### src/rtl/rx_bp_defs.svh
// register offset, field positions, reset value and timing counts
`ifndef RX_BP_DEFS_SVH
`define RX_BP_DEFS_SVH

`define CTL_OFFSET 12'h122
`define CTL_CHAN_MAX 4'h3
`define CTL_RESET 5'h00
`define CTL_FR_BIT 4
`define CTL_INV_BIT 3
`define CTL_MUX_BIT 2
`define RATE_BASE 2'h0
`define HALF_FRAME_TS 5'h0C
`define TS_SER_BITS 3'h5
`define MUX_LAST 2'h3

`endif

### src/rtl/rx_bp_pkg.sv
// types shared by the receive backplane option logic
package rx_bp_pkg;

  typedef struct packed {
    logic fr_en;
    logic clk_inv;
    logic mux_en;
    logic [1:0] rate;
  } ctl_t;

  typedef struct packed {
    logic [4:0] ts_num;
    logic [2:0] bit_idx;
    logic sig;
    logic frac;
    logic rec_clk;
    logic frame;
  } chan_in_t;

endpackage

### src/rtl/rx_backplane_interface_options.sv
// receive backplane option logic: line word fifo and per-channel control
`timescale 1ns/1ps
`include "rx_bp_defs.svh"
// Function
// - control bit 4 enables fractional, signaling, serial id, 8kHz and clock outputs
// - fractional/signaling enable acts only in base-rate mode
// - enable 0 in base rate: id pins show timeslot number in parallel
// - enable 1 in base rate: id pin 0 carries serial signaling
// - enable 1 in base rate: id pin 1 carries fractional data
// - enable 1 in base rate: id pin 2 carries timeslot number serially
// - enable 1 in base rate: id pin 3 carries 8kHz frame clock
// - enable 1 in base rate: id pin 4 carries recovered line clock
// - high-speed or own bit 2 set: pin 0 signaling, pin 4 recovered clock always
// - bit 3 selects data change on rising (0) or falling (1) edge
// - clock inversion works only in base-rate configuration
// - bit 2 set in channel 0's control multiplexes four channels onto one serial output
// - multiplexed backplane runs at 12.352 or 16.384 MHz, partner uses a scaled-down 16 clk_i cycles per phase
// - base-rate mode means rate field 00 (and bit 2 clear in the channel's own control)

// ***********************************
// fifo
// ***********************************
module rx_bp_fifo #(
  parameter int WIDTH = 4,
  parameter int DEPTH = 8
) (
  // clock and reset
  input wire logic clk_i,
  input wire logic arst_n_i,
  // fill side
  input wire logic [WIDTH-1:0] in_data_i,
  input wire logic in_valid_i,
  output logic in_ready_o,
  // drain side
  output logic [WIDTH-1:0] out_data_o,
  output logic out_valid_o,
  input wire logic out_ready_i
);
  localparam int AW = $clog2(DEPTH);

  logic [WIDTH-1:0] mem [DEPTH];
  logic [AW-1:0] wptr_r;
  logic [AW-1:0] rptr_r;
  logic [AW:0] count_r;
  logic [AW:0] count_nxt;
  logic nfull_r;
  logic nempty_r;
  logic push;
  logic pop;

  assign push = in_valid_i & nfull_r;
  assign pop = out_ready_i & nempty_r;
  assign in_ready_o = nfull_r;
  assign out_valid_o = nempty_r;
  assign out_data_o = mem[rptr_r];

  always_comb begin
    count_nxt = count_r + (AW+1)'(push) - (AW+1)'(pop);
  end

  always_ff @(posedge clk_i) begin
    if (push) begin
      mem[wptr_r] <= in_data_i;
    end
  end

  always_ff @(posedge clk_i or negedge arst_n_i) begin
    if (!arst_n_i) begin
      wptr_r <= '0;
      rptr_r <= '0;
      count_r <= '0;
      nfull_r <= 1'b1;
      nempty_r <= 1'b0;
    end else begin
      if (push) begin
        wptr_r <= wptr_r + 1'b1;
      end
      if (pop) begin
        rptr_r <= rptr_r + 1'b1;
      end
      count_r <= count_nxt;
      // flags kept as flops so ready and valid never glitch
      nfull_r <= (count_nxt != (AW+1)'(DEPTH));
      nempty_r <= (count_nxt != '0);
    end
  end
endmodule

// ***********************************
// top
// ***********************************
module rx_backplane_interface_options (
  // clock and reset
  input wire logic clk_i,
  input wire logic arst_n_i,
  // register port
  input wire logic [15:0] reg_addr_i,
  input wire logic [7:0] reg_wdata_i,
  input wire logic reg_wr_i,
  input wire logic reg_rd_i,
  output logic [7:0] reg_rdata_o,
  // line side, one bit per channel
  input wire logic [3:0] line_bits_i,
  input wire logic line_valid_i,
  output logic line_ready_o,
  // framer timing per channel
  input wire rx_bp_pkg::chan_in_t [3:0] chan_i,
  // backplane
  input wire logic rx_serial_clock_i,
  output logic [3:0] rx_serial_data_out_o,
  output logic [3:0][4:0] rx_timeslot_id_pins_o
);

  rx_bp_pkg::ctl_t [3:0] ctl_r;
  logic [3:0] hold_r;
  logic [1:0] sel_r;
  logic sclk_q_r;
  logic [3:0] clk8k_r;
  logic [3:0] edge_w;
  logic [3:0] fifo_data;
  logic fifo_valid;
  logic fifo_pop;
  logic fifo_ready;
  logic sclk_rise, sclk_fall;
  logic mux_on;
  logic wr_hit, rd_hit;
  logic [1:0] chan_sel;

  // ***********************************
  // helpers
  // ***********************************
  function automatic logic is_base(input rx_bp_pkg::ctl_t c);
    is_base = (c.rate == `RATE_BASE) && !c.mux_en;
  endfunction

  function automatic logic hit(input logic [15:0] a);
    hit = (a[11:0] == `CTL_OFFSET) && (a[15:12] <= `CTL_CHAN_MAX);
  endfunction

  function automatic logic ts_serial(input logic [4:0] ts, input logic [2:0] idx);
    logic b;
    b = 1'b0;
    if (idx < `TS_SER_BITS) begin
      b = ts[3'h4 - idx];
    end
    ts_serial = b;
  endfunction

  assign wr_hit = reg_wr_i && hit(reg_addr_i);
  assign rd_hit = reg_rd_i && hit(reg_addr_i);
  assign chan_sel = reg_addr_i[13:12];

  // ***********************************
  // registers
  // ***********************************
  always_ff @(posedge clk_i or negedge arst_n_i) begin
    if (!arst_n_i) begin
      ctl_r <= {4{`CTL_RESET}};
    end else if (wr_hit) begin
      ctl_r[chan_sel] <= rx_bp_pkg::ctl_t'(reg_wdata_i[4:0]);
    end
  end

  // read data stands for exactly one cycle, unmapped reads give zero
  always_ff @(posedge clk_i or negedge arst_n_i) begin
    if (!arst_n_i) begin
      reg_rdata_o <= 8'h00;
    end else if (rd_hit) begin
      reg_rdata_o <= {3'h0, ctl_r[chan_sel]};
    end else begin
      reg_rdata_o <= 8'h00;
    end
  end

  // ***********************************
  // line fifo
  // ***********************************
  rx_bp_fifo #(
    .WIDTH(4),
    .DEPTH(8)
  ) u_fifo (
    .clk_i(clk_i),
    .arst_n_i(arst_n_i),
    .in_data_i(line_bits_i),
    .in_valid_i(line_valid_i),
    .in_ready_o(fifo_ready),
    .out_data_o(fifo_data),
    .out_valid_o(fifo_valid),
    .out_ready_i(fifo_pop)
  );

  // ready is the fifo's own full flop, so it never disagrees with a push
  assign line_ready_o = fifo_ready;

  // ***********************************
  // backplane clock edges
  // ***********************************
  always_ff @(posedge clk_i or negedge arst_n_i) begin
    if (!arst_n_i) begin
      sclk_q_r <= 1'b0;
    end else begin
      sclk_q_r <= rx_serial_clock_i;
    end
  end

  assign sclk_rise = rx_serial_clock_i & ~sclk_q_r;
  assign sclk_fall = ~rx_serial_clock_i & sclk_q_r;
  assign mux_on = ctl_r[0].mux_en;

  always_comb begin
    for (int c = 0; c < 4; c++) begin
      edge_w[c] = sclk_rise;
      if (is_base(ctl_r[c]) && ctl_r[c].clk_inv) begin
        edge_w[c] = sclk_fall;
      end
    end
  end

  // partner clocks the multiplexed stream at four times the channel rate
  assign fifo_pop = sclk_rise && (!mux_on || sel_r == `MUX_LAST);

  // ***********************************
  // serial data out
  // ***********************************
  always_ff @(posedge clk_i or negedge arst_n_i) begin
    if (!arst_n_i) begin
      sel_r <= 2'h0;
    end else if (!mux_on) begin
      sel_r <= 2'h0;
    end else if (sclk_rise) begin
      sel_r <= sel_r + 2'h1;
    end
  end

  // non-mux words pass through a holding stage so each channel can
  // pick its own edge; an empty fifo sends zeros
  always_ff @(posedge clk_i or negedge arst_n_i) begin
    if (!arst_n_i) begin
      hold_r <= 4'h0;
    end else if (sclk_rise && !mux_on) begin
      hold_r <= fifo_valid ? fifo_data : 4'h0;
    end
  end

  always_ff @(posedge clk_i or negedge arst_n_i) begin
    if (!arst_n_i) begin
      rx_serial_data_out_o <= 4'h0;
    end else if (mux_on) begin
      if (sclk_rise) begin
        rx_serial_data_out_o <= {3'h0, fifo_valid & fifo_data[sel_r]};
      end else begin
        rx_serial_data_out_o[3:1] <= 3'h0;
      end
    end else begin
      for (int c = 0; c < 4; c++) begin
        if (edge_w[c]) begin
          rx_serial_data_out_o[c] <= hold_r[c];
        end
      end
    end
  end

  // ***********************************
  // timeslot identifier pins
  // ***********************************
  always_ff @(posedge clk_i or negedge arst_n_i) begin
    if (!arst_n_i) begin
      clk8k_r <= 4'h0;
    end else begin
      for (int c = 0; c < 4; c++) begin
        if (chan_i[c].frame) begin
          clk8k_r[c] <= 1'b1;
        end else if (chan_i[c].ts_num == `HALF_FRAME_TS) begin
          clk8k_r[c] <= 1'b0;
        end
      end
    end
  end

  always_ff @(posedge clk_i or negedge arst_n_i) begin
    if (!arst_n_i) begin
      rx_timeslot_id_pins_o <= '0;
    end else begin
      for (int c = 0; c < 4; c++) begin
        if (!is_base(ctl_r[c])) begin
          rx_timeslot_id_pins_o[c] <= {chan_i[c].rec_clk, chan_i[c].ts_num[3:1],
                                       chan_i[c].sig};
        end else if (!ctl_r[c].fr_en) begin
          rx_timeslot_id_pins_o[c] <= chan_i[c].ts_num;
        end else begin
          rx_timeslot_id_pins_o[c] <= {chan_i[c].rec_clk,
                                       clk8k_r[c],
                                       ts_serial(chan_i[c].ts_num, chan_i[c].bit_idx),
                                       chan_i[c].frac,
                                       chan_i[c].sig};
        end
      end
    end
  end

  // ***********************************
  // assertions
  // ***********************************
  wire logic base0 = is_base(ctl_r[0]);

  a_ctl_reset_read: assert property (
    @(posedge clk_i) disable iff (!arst_n_i)
    reg_rd_i && reg_addr_i == {4'h0, `CTL_OFFSET} |=> reg_rdata_o == {3'h0, $past(ctl_r[0])})
    else $error("control read back wrong");

  a_fr_write: assert property (
    @(posedge clk_i) disable iff (!arst_n_i)
    reg_wr_i && reg_addr_i == {4'h0, `CTL_OFFSET}
    |=> ctl_r[0].fr_en == $past(reg_wdata_i[`CTL_FR_BIT]))
    else $error("enable bit not stored");

  a_ts_parallel: assert property (
    @(posedge clk_i) disable iff (!arst_n_i)
    base0 && !ctl_r[0].fr_en |=> rx_timeslot_id_pins_o[0] == $past(chan_i[0].ts_num))
    else $error("parallel timeslot wrong");

  a_sig_frac_pins: assert property (
    @(posedge clk_i) disable iff (!arst_n_i)
    base0 && ctl_r[0].fr_en |=> rx_timeslot_id_pins_o[0][0] == $past(chan_i[0].sig)
    && rx_timeslot_id_pins_o[0][1] == $past(chan_i[0].frac))
    else $error("signaling or fractional pin wrong");

  a_ts_serial_pin: assert property (
    @(posedge clk_i) disable iff (!arst_n_i)
    base0 && ctl_r[0].fr_en && chan_i[0].bit_idx == 3'h0
    |=> rx_timeslot_id_pins_o[0][2] == $past(chan_i[0].ts_num[4]))
    else $error("serial timeslot msb wrong");

  a_clk8k_pin: assert property (
    @(posedge clk_i) disable iff (!arst_n_i)
    base0 && ctl_r[0].fr_en && chan_i[0].frame ##1 base0 && ctl_r[0].fr_en
    |=> rx_timeslot_id_pins_o[0][3])
    else $error("8kHz clock not high after frame");

  a_fast_mode_pins: assert property (
    @(posedge clk_i) disable iff (!arst_n_i)
    !base0 |=> rx_timeslot_id_pins_o[0][4] == $past(chan_i[0].rec_clk)
    && rx_timeslot_id_pins_o[0][0] == $past(chan_i[0].sig))
    else $error("fast mode pins wrong");

  a_edge_select: assert property (
    @(posedge clk_i) disable iff (!arst_n_i)
    !mux_on && $changed(rx_serial_data_out_o[1]) && !$past(mux_on)
    |-> $past(is_base(ctl_r[1]) && ctl_r[1].clk_inv ? sclk_fall : sclk_rise))
    else $error("data changed on wrong edge");

  a_mux_idle: assert property (
    @(posedge clk_i) disable iff (!arst_n_i)
    mux_on |=> rx_serial_data_out_o[3:1] == 3'h0)
    else $error("muxed mode drives spare outputs");

  a_full_refuse: assert property (
    @(posedge clk_i) disable iff (!arst_n_i)
    line_ready_o == (u_fifo.count_r != 4'h8))
    else $error("ready disagrees with fifo fill");

  c_fractional: cover property (
    @(posedge clk_i) disable iff (!arst_n_i) base0 && ctl_r[0].fr_en && chan_i[0].frame);
  c_muxed_word: cover property (
    @(posedge clk_i) disable iff (!arst_n_i) mux_on && fifo_pop && fifo_valid);
  c_fifo_full: cover property (
    @(posedge clk_i) disable iff (!arst_n_i) line_valid_i && !fifo_ready);

endmodule

### config.mk
export PLATFORM = sky130hd
export DESIGN_NAME = rx_backplane_interface_options
export DESIGN_NICKNAME = d
export VERILOG_FILES = /design/src/rtl/rx_bp_pkg.sv /design/src/rtl/rx_backplane_interface_options.sv
export VERILOG_INCLUDE_DIRS = /design/src /design/src/rtl
export SDC_FILE = /design/constraint.sdc
export NUM_CORES = 1
export LEC_CHECK = 0
export BUFFER_PORTS_ARGS = -buffer_cell sky130_fd_sc_hd__buf_2
export CAP_MARGIN = 25
export CORE_MARGIN = 3
export CORE_UTILIZATION = 58
export CTS_CLUSTER_DIAMETER = 100
export DETAILED_ROUTE_END_ITERATION = 8
export HOLD_SLACK_MARGIN = 0.06
export PLACE_DENSITY = 0.85
export SLEW_MARGIN = 20
export SYNTH_ARGS = -nofsm -noshare
export SYNTH_HDL_FRONTEND = slang
export SYNTH_SLANG_ARGS = --single-unit
### constraint.sdc
create_clock -name clk_i -period 3.6 [get_ports clk_i]
set_input_delay 0.36 -clock clk_i [delete_from_list [all_inputs] [get_ports clk_i]]
set_output_delay 0.36 -clock clk_i [all_outputs]
set_load 0.05 [all_outputs]
After elaboration in Yosys (flattened, before gate mapping). Memory sizes are Yosys's and may differ from the RTL's. Cells that the tools add are included.

Register bits: 75. RAM bits: 32. Input port bits: 82. Logic and storage cells: 158. Memories kept: 1.

Memory list: u_fifo.mem (depth 8, bits a word 4, rd ports 1, clocked after Yosys merged registers in 0, wr ports 1, line rx_backplane_interface_options.sv:41) `logic [WIDTH-1:0] mem [DEPTH];`.

$add $sub $neg: 9. Magnitude comparators: 12. Eq/ne operators: 8. Muxes and demuxes: 51. Bitwise logic cells: 7. Reduce and logical (&&, ||, !) cells: 33.

Operators with widths (number): $mux W5 (11); $mux W1 (28); $bwmux W20 (1); $eq A5 B4 Y1 const B (4); $lt A3 B4 Y1 const B (4); $reduce_bool A2 Y1 (8); $logic_and A1 B1 Y1 (14); $bmux W1 S3 (4); $eq A12 B9 Y1 const B (1); $lt A3 B3 Y1 const B (4); $sub A3 B3 Y3 const A (4); $bmux W5 S2 (1); $demux W5 S2 (1); $logic_not A2 Y1 (4); $mux W4 (2); $add A3 B1 Y3 const B (2); $lt A2 B3 Y1 const B (2); $and A1 B1 Y1 (5); $add A4 B1 Y4 (1); $le A4 B2 Y1 const B (1); $logic_not A1 Y1 (4); $mux W2 (2); $ne A4 B4 Y1 const B (1); $reduce_bool A4 Y1 (1); other kinds (9) (10).

Longest topological paths before layout.
Depth in word-level cells: 6. Gate-level depth with buffers: 12.

Modules after synthesis. Synthesis repeated with hierarchy kept, for this count alone.

Cell total of the unflattened synthesis: 351. Area, all modules: 4897.2 um^2.

Modules (own cells, without submodules): rx_backplane_interface_options (instances 1, cells each 247, area an instance 3040.4 um^2, seq. area each 1501.4 um^2); rx_bp_fifo (instances 1, cells each 104, area an instance 1856.8 um^2, seq. area each 1262.5 um^2).

Worst setup path after synthesis. OpenSTA, ideal clock, no wires.

Path type: input to register. Start point: input port rx_serial_clock_i. End point: register u_fifo.nempty_r, in the netlist u_fifo.out_valid_o. Setup time: 126 ps. Arrival time: 2279 ps. Required time: 3474 ps. Setup slack: 1195 ps. Stages on the path: 12. Path through: nor2b_1 -> buf_2 -> nand2_1 -> a21oi_1 -> ha_1 -> inv_1 -> ha_1 -> inv_1 -> fa_1 -> inv_1 -> nor3_1 -> nand2b_1.

Longest elaborated chain between the ends: 5.

Ends and longest elaborated chain: start, declared (line rx_backplane_interface_options.sv:109) `input wire logic rx_serial_clock_i,`; $and A1 B1 Y1 (line rx_backplane_interface_options.sv:206) `assign sclk_rise = rx_serial_clock_i & ~sclk_q_r;`; $logic_and A1 B1 Y1 (line rx_backplane_interface_options.sv:220) `` assign fifo_pop = sclk_rise && (!mux_on || sel_r == `MUX_LAST); ``; $and A1 B1 Y1 (line rx_backplane_interface_options.sv:52) `assign pop = out_ready_i & nempty_r;`; named net u_fifo.pop (line rx_backplane_interface_options.sv:49) `logic pop;`; $sub A4 B1 Y4 (line rx_backplane_interface_options.sv:58) `count_nxt = count_r + (AW+1)'(push) - (AW+1)'(pop);`; named net u_fifo.count_nxt[1] (line rx_backplane_interface_options.sv:45) `logic [AW:0] count_nxt;`; $reduce_bool A4 Y1 (line rx_backplane_interface_options.sv:84) `nempty_r <= (count_nxt != '0);`; end signal, assigned (line rx_backplane_interface_options.sv:84); end, declared (line rx_backplane_interface_options.sv:47) `logic nempty_r;`.

The timed path passes the listed nets, and every way through them passes these cells. A chain may end at the register's enable or synchronous reset.

Worst setup path after layout.
Start point: register sclk_q_r. End point: register u_fifo.nempty_r, in the netlist u_fifo.out_valid_o.

Longest elaborated chain between the ends: 6.

Ends and longest elaborated chain: start, declared (line rx_backplane_interface_options.sv:117) `logic sclk_q_r;`; start signal, assigned (line rx_backplane_interface_options.sv:202) `sclk_q_r <= rx_serial_clock_i;`; $not A1 Y1 (line rx_backplane_interface_options.sv:206); $and A1 B1 Y1 (line rx_backplane_interface_options.sv:206); $logic_and A1 B1 Y1 (line rx_backplane_interface_options.sv:220); $and A1 B1 Y1 (line rx_backplane_interface_options.sv:52); named net u_fifo.pop (line rx_backplane_interface_options.sv:49); $sub A4 B1 Y4 (line rx_backplane_interface_options.sv:58); named net u_fifo.count_nxt[1] (line rx_backplane_interface_options.sv:45); $reduce_bool A4 Y1 (line rx_backplane_interface_options.sv:84).

The timed path passes the listed nets, and every way through them passes these cells.

==> impl_metrics.yaml <==
finish:
  diodes: 0
  num-nets-final: 571
  areaGrowthSynthToFinish_pct: 17.3
  final_layout_size_suffix_gt1_frac: 0.378
  stdcell_count: 584
  n_fill_cell: 554
  seq_area_mm2: 0.00276
  multi_input_area_mm2: 0.00196
drt:
  drt-initial-drc-count: 116
  wl_mm: 9.45
  vias_per_cell: 5.65
  drtPass1Iterations: 4
  vias: 3298
  drtAntennaViolNets: 0
  drt-wirelength-per-cell_um: 16.2
  drc: 0
clocking:
  cts_buffers: 9
  ctsResizeCount: 0
  post_cts_buffers: 0
  cts_tree: "done"
  htree_num_levels: 3
  cts_sinks: 104
  clock_latency_ns: 0.37
  postCtsHoldBufs: 0
  clk_pin_slew_worst_paths_ns: 0.11
  cts_buffer_depth: 2
  cts_root_buf: "clkbuf_8"
synth:
  synth-warning-count: 0
  yosys-top-cells-area: "dfrtp_1, edfxtp_1, mux2_2, mux4_2, mux2i_1"
  synth_edf_count: 32
  async_flop_share: 0.692
  ys_ff_latch: 104
  synth_area_mm2: 0.00485
  syn_inst: 362
  yosysTopAreaCell: "dfrtp_1"
  ys.flop_type: "dfrtp_1"
  ys_seq_area_frac: 0.570
  synth_cell_type_count: 44
  synth_top_area_share: 0.366
  avgSynthCellArea_um2: 13.4
hold_path:
  hold_class: "in -> async"
setup_path:
  cp-end-kind: "register"
  start_kind: "register"
  crit_chain: "nor2b_1 -> buf_4 -> nand2_1 -> a21oi_1 -> ha_1 -> inv_1 -> ha_1 -> inv_1 -> fa_1 -> inv_1 -> nor3_1 -> nand2b_1"
  critPathSlowestCell: "fa_1"
  cp_max_fo: 10
  crit_top_cell: "inv_1"
  arrival_ns: 2.91
  crit_start: "sclk_q_r"
  cp_top_family: "adder cells"
  timing.rr.start: "sclk_q_r"
  path_class: "reg -> reg"
  path_buf_inv: 4
  slowest_delay_ns: 0.47
  required_ns: 3.85
pwr:
  power_frac_clock: 0.244
  ir_drop_uv: 424
  intPower_mw: 2.08
  switching_share: 0.325
  netSwitchingPower_mw: 1.00
  seq_power_share: 0.496
  p_leak_nw: 2.63
  power_frac_comb: 0.260
  power_density_mw_per_mm2: 543
sta:
  finalSetupViolations: 0
  slew_headroom: 0.397
  finalHoldViolCount: 0
  fin_setup_tns_ns: 0
  skew_ns: 0.0122
  fin_crit_ns: 2.66
  worst_pin_slew_ns: 0.904
  rsz0062_at_grt: "false"
  period_share: 0.739
  fmax_mhz: 376
  slew_viol_final: 0
floorplanning:
  dieArea_mm2: 0.00949
  io_pins: 115
  rows: 32
  start_util: 0.612
  core_mm2: 0.00793
  die_x_um: 97.4
  fp.dieH_um: 97.4
status:
  status: "completed"
place:
  dp_cells: 568
  gp_congestion: 0.860
  hpwl_mm: 7.29
  port_buffers: 108
grt:
  grt_max_degree: 38
  grt_pass1_wl_mm: 15.9
  grt_pass1_vias: 3422
  overflow: 0
  grtUsageTotal: 0.208
  grt_antenna_before_repair: 0
job:
  drv_cap: 0
[worst register-to-register path, stage by stage, from the launching register on]
cell,delay (ns)
dfrtp_1,0.41
nor2b_1,0.11
buf_4,0.18
nand2_1,0.07
a21oi_1,0.32
ha_1,0.31
inv_1,0.07
ha_1,0.17
inv_1,0.06
fa_1,0.47
inv_1,0.05
nor3_1,0.24
nand2b_1,0.08
[synth_stat cells, drive strengths merged (3+ instances only)]
master / n
dfrtp: 71
mux2: 38
edfxtp: 32
nand2: 25
mux2i: 23
nor2: 18
inv: 17
a21oi: 13
mux4: 13
ha: 11
nand2b: 11
nor3: 10
nor2b: 8
o21ai: 8
and2: 6
buf: 6
and3: 5
nor3b: 5
xnor2: 5
nor4: 4
nor4b: 4
clkbuf: 3
nand3b: 3
o41ai: 3
[path summary, 6_finish.rpt]
| check | endpoint | slack (ns) | depth (start not counted) |
|---|---|---|---|
| worst max-delay path | u_fifo.out_valid_o | 0.94 | 12 |
| worst min-delay path | rx_timeslot_id_pins_o[2] | 0.07 | 1 |
| worst max register to register | u_fifo.out_valid_o | 0.94 | 12 |
| worst min register to register | clk8k_r[1] | 0.49 | 1 |
| max in group asynchronous | u_fifo.in_ready_o | 2.54 | 2 |
| min in group clk_i | sclk_q_r | 0.15 | 1 |
[layer usage]
layer	track usage	vias to the layer above	part of all wire
li1	-	1550	-
met2	0.380	98	0.54
met3	0.0495	15	0.052
met4	0.0692	0	0.018
met1	0.238	1635	0.39
met5	0	-	0
[registers in the layout, indices dropped and copies added, names as in the netlist, 4 cells and up]
register and cells:
clk8k_r 4, ctl_r 19, hold_r 4, reg_rdata_o 5, rx_serial_data_out_o 4, rx_timeslot_id_pins_o 20, u_fifo.count_r 4, u_fifo.mem 32
[stage by stage]
stage / utilization / worst slack (ns) / power (mW) / hold slack [ns] / cell area (µm²)
final: 0.718 / 0.939 / 3.09 / 0.0674 / 5690
after floorplan: - / 1.20 / 2.16 / 0.0644 / 4860
after detailed placement: 0.691 / 0.826 / 2.37 / 0.463 / 5480
after global routing: 0.718 / 0.749 / 3.27 / 0.126 / 5690
after CTS: 0.718 / 0.928 / 3.13 / 0.0875 / 5690
after global placement: 0.691 / 0.948 / 2.32 / 0.455 / 5480
[cell type report]
type	instances	share of cell area
inverter	17	0.0112
clock buffer	9	0.0218
sequential	104	0.486
multi-input combinational	234	0.344
timing repair buffer	111	0.0990
tap	102	0.0224
clock inverter	7	0.0156
[kinds of logic after synthesis]
logic type                 share of synthesized area
AOI/OAI and AO/OA                             0.0421
xor gates and xnor gates                      0.0126
adders and majority gates                     0.0325
buffers and inverters                         0.0276
DFF                                            0.570
muxes                                          0.196
other                                       0.000773
and+or+nand+nor                                0.118
[cell usage in the layout (no fill, tap or decap), types with 6 or more instances in the layout]
master	count
and2_1	6
nor2_1	18
buf_2	108
inv_1	17
mux4_2	13
edfxtp_1	32
mux2i_1	23
o21ai_0	8
nor3_1	10
a21oi_1	13
nand2_1	25
clkbuf_8	9
nand2b_1	11
mux2_2	38
dfrtp_1	71
nor2b_1	8
ha_1	11
[power by group through the flow]
stage          registers [mW]  clock network [mW]  logic [mW]
2_1_floorplan            1.61                   0       0.556
3_3_place_gp             1.55                   0       0.772
3_5_place_dp             1.56                   0       0.812
4_1_cts                  1.54               0.775       0.816
5_1_grt                  1.56               0.824       0.889
6_report                 1.53               0.754       0.802
No activity file was read; power rests on OpenSTA's default activity.
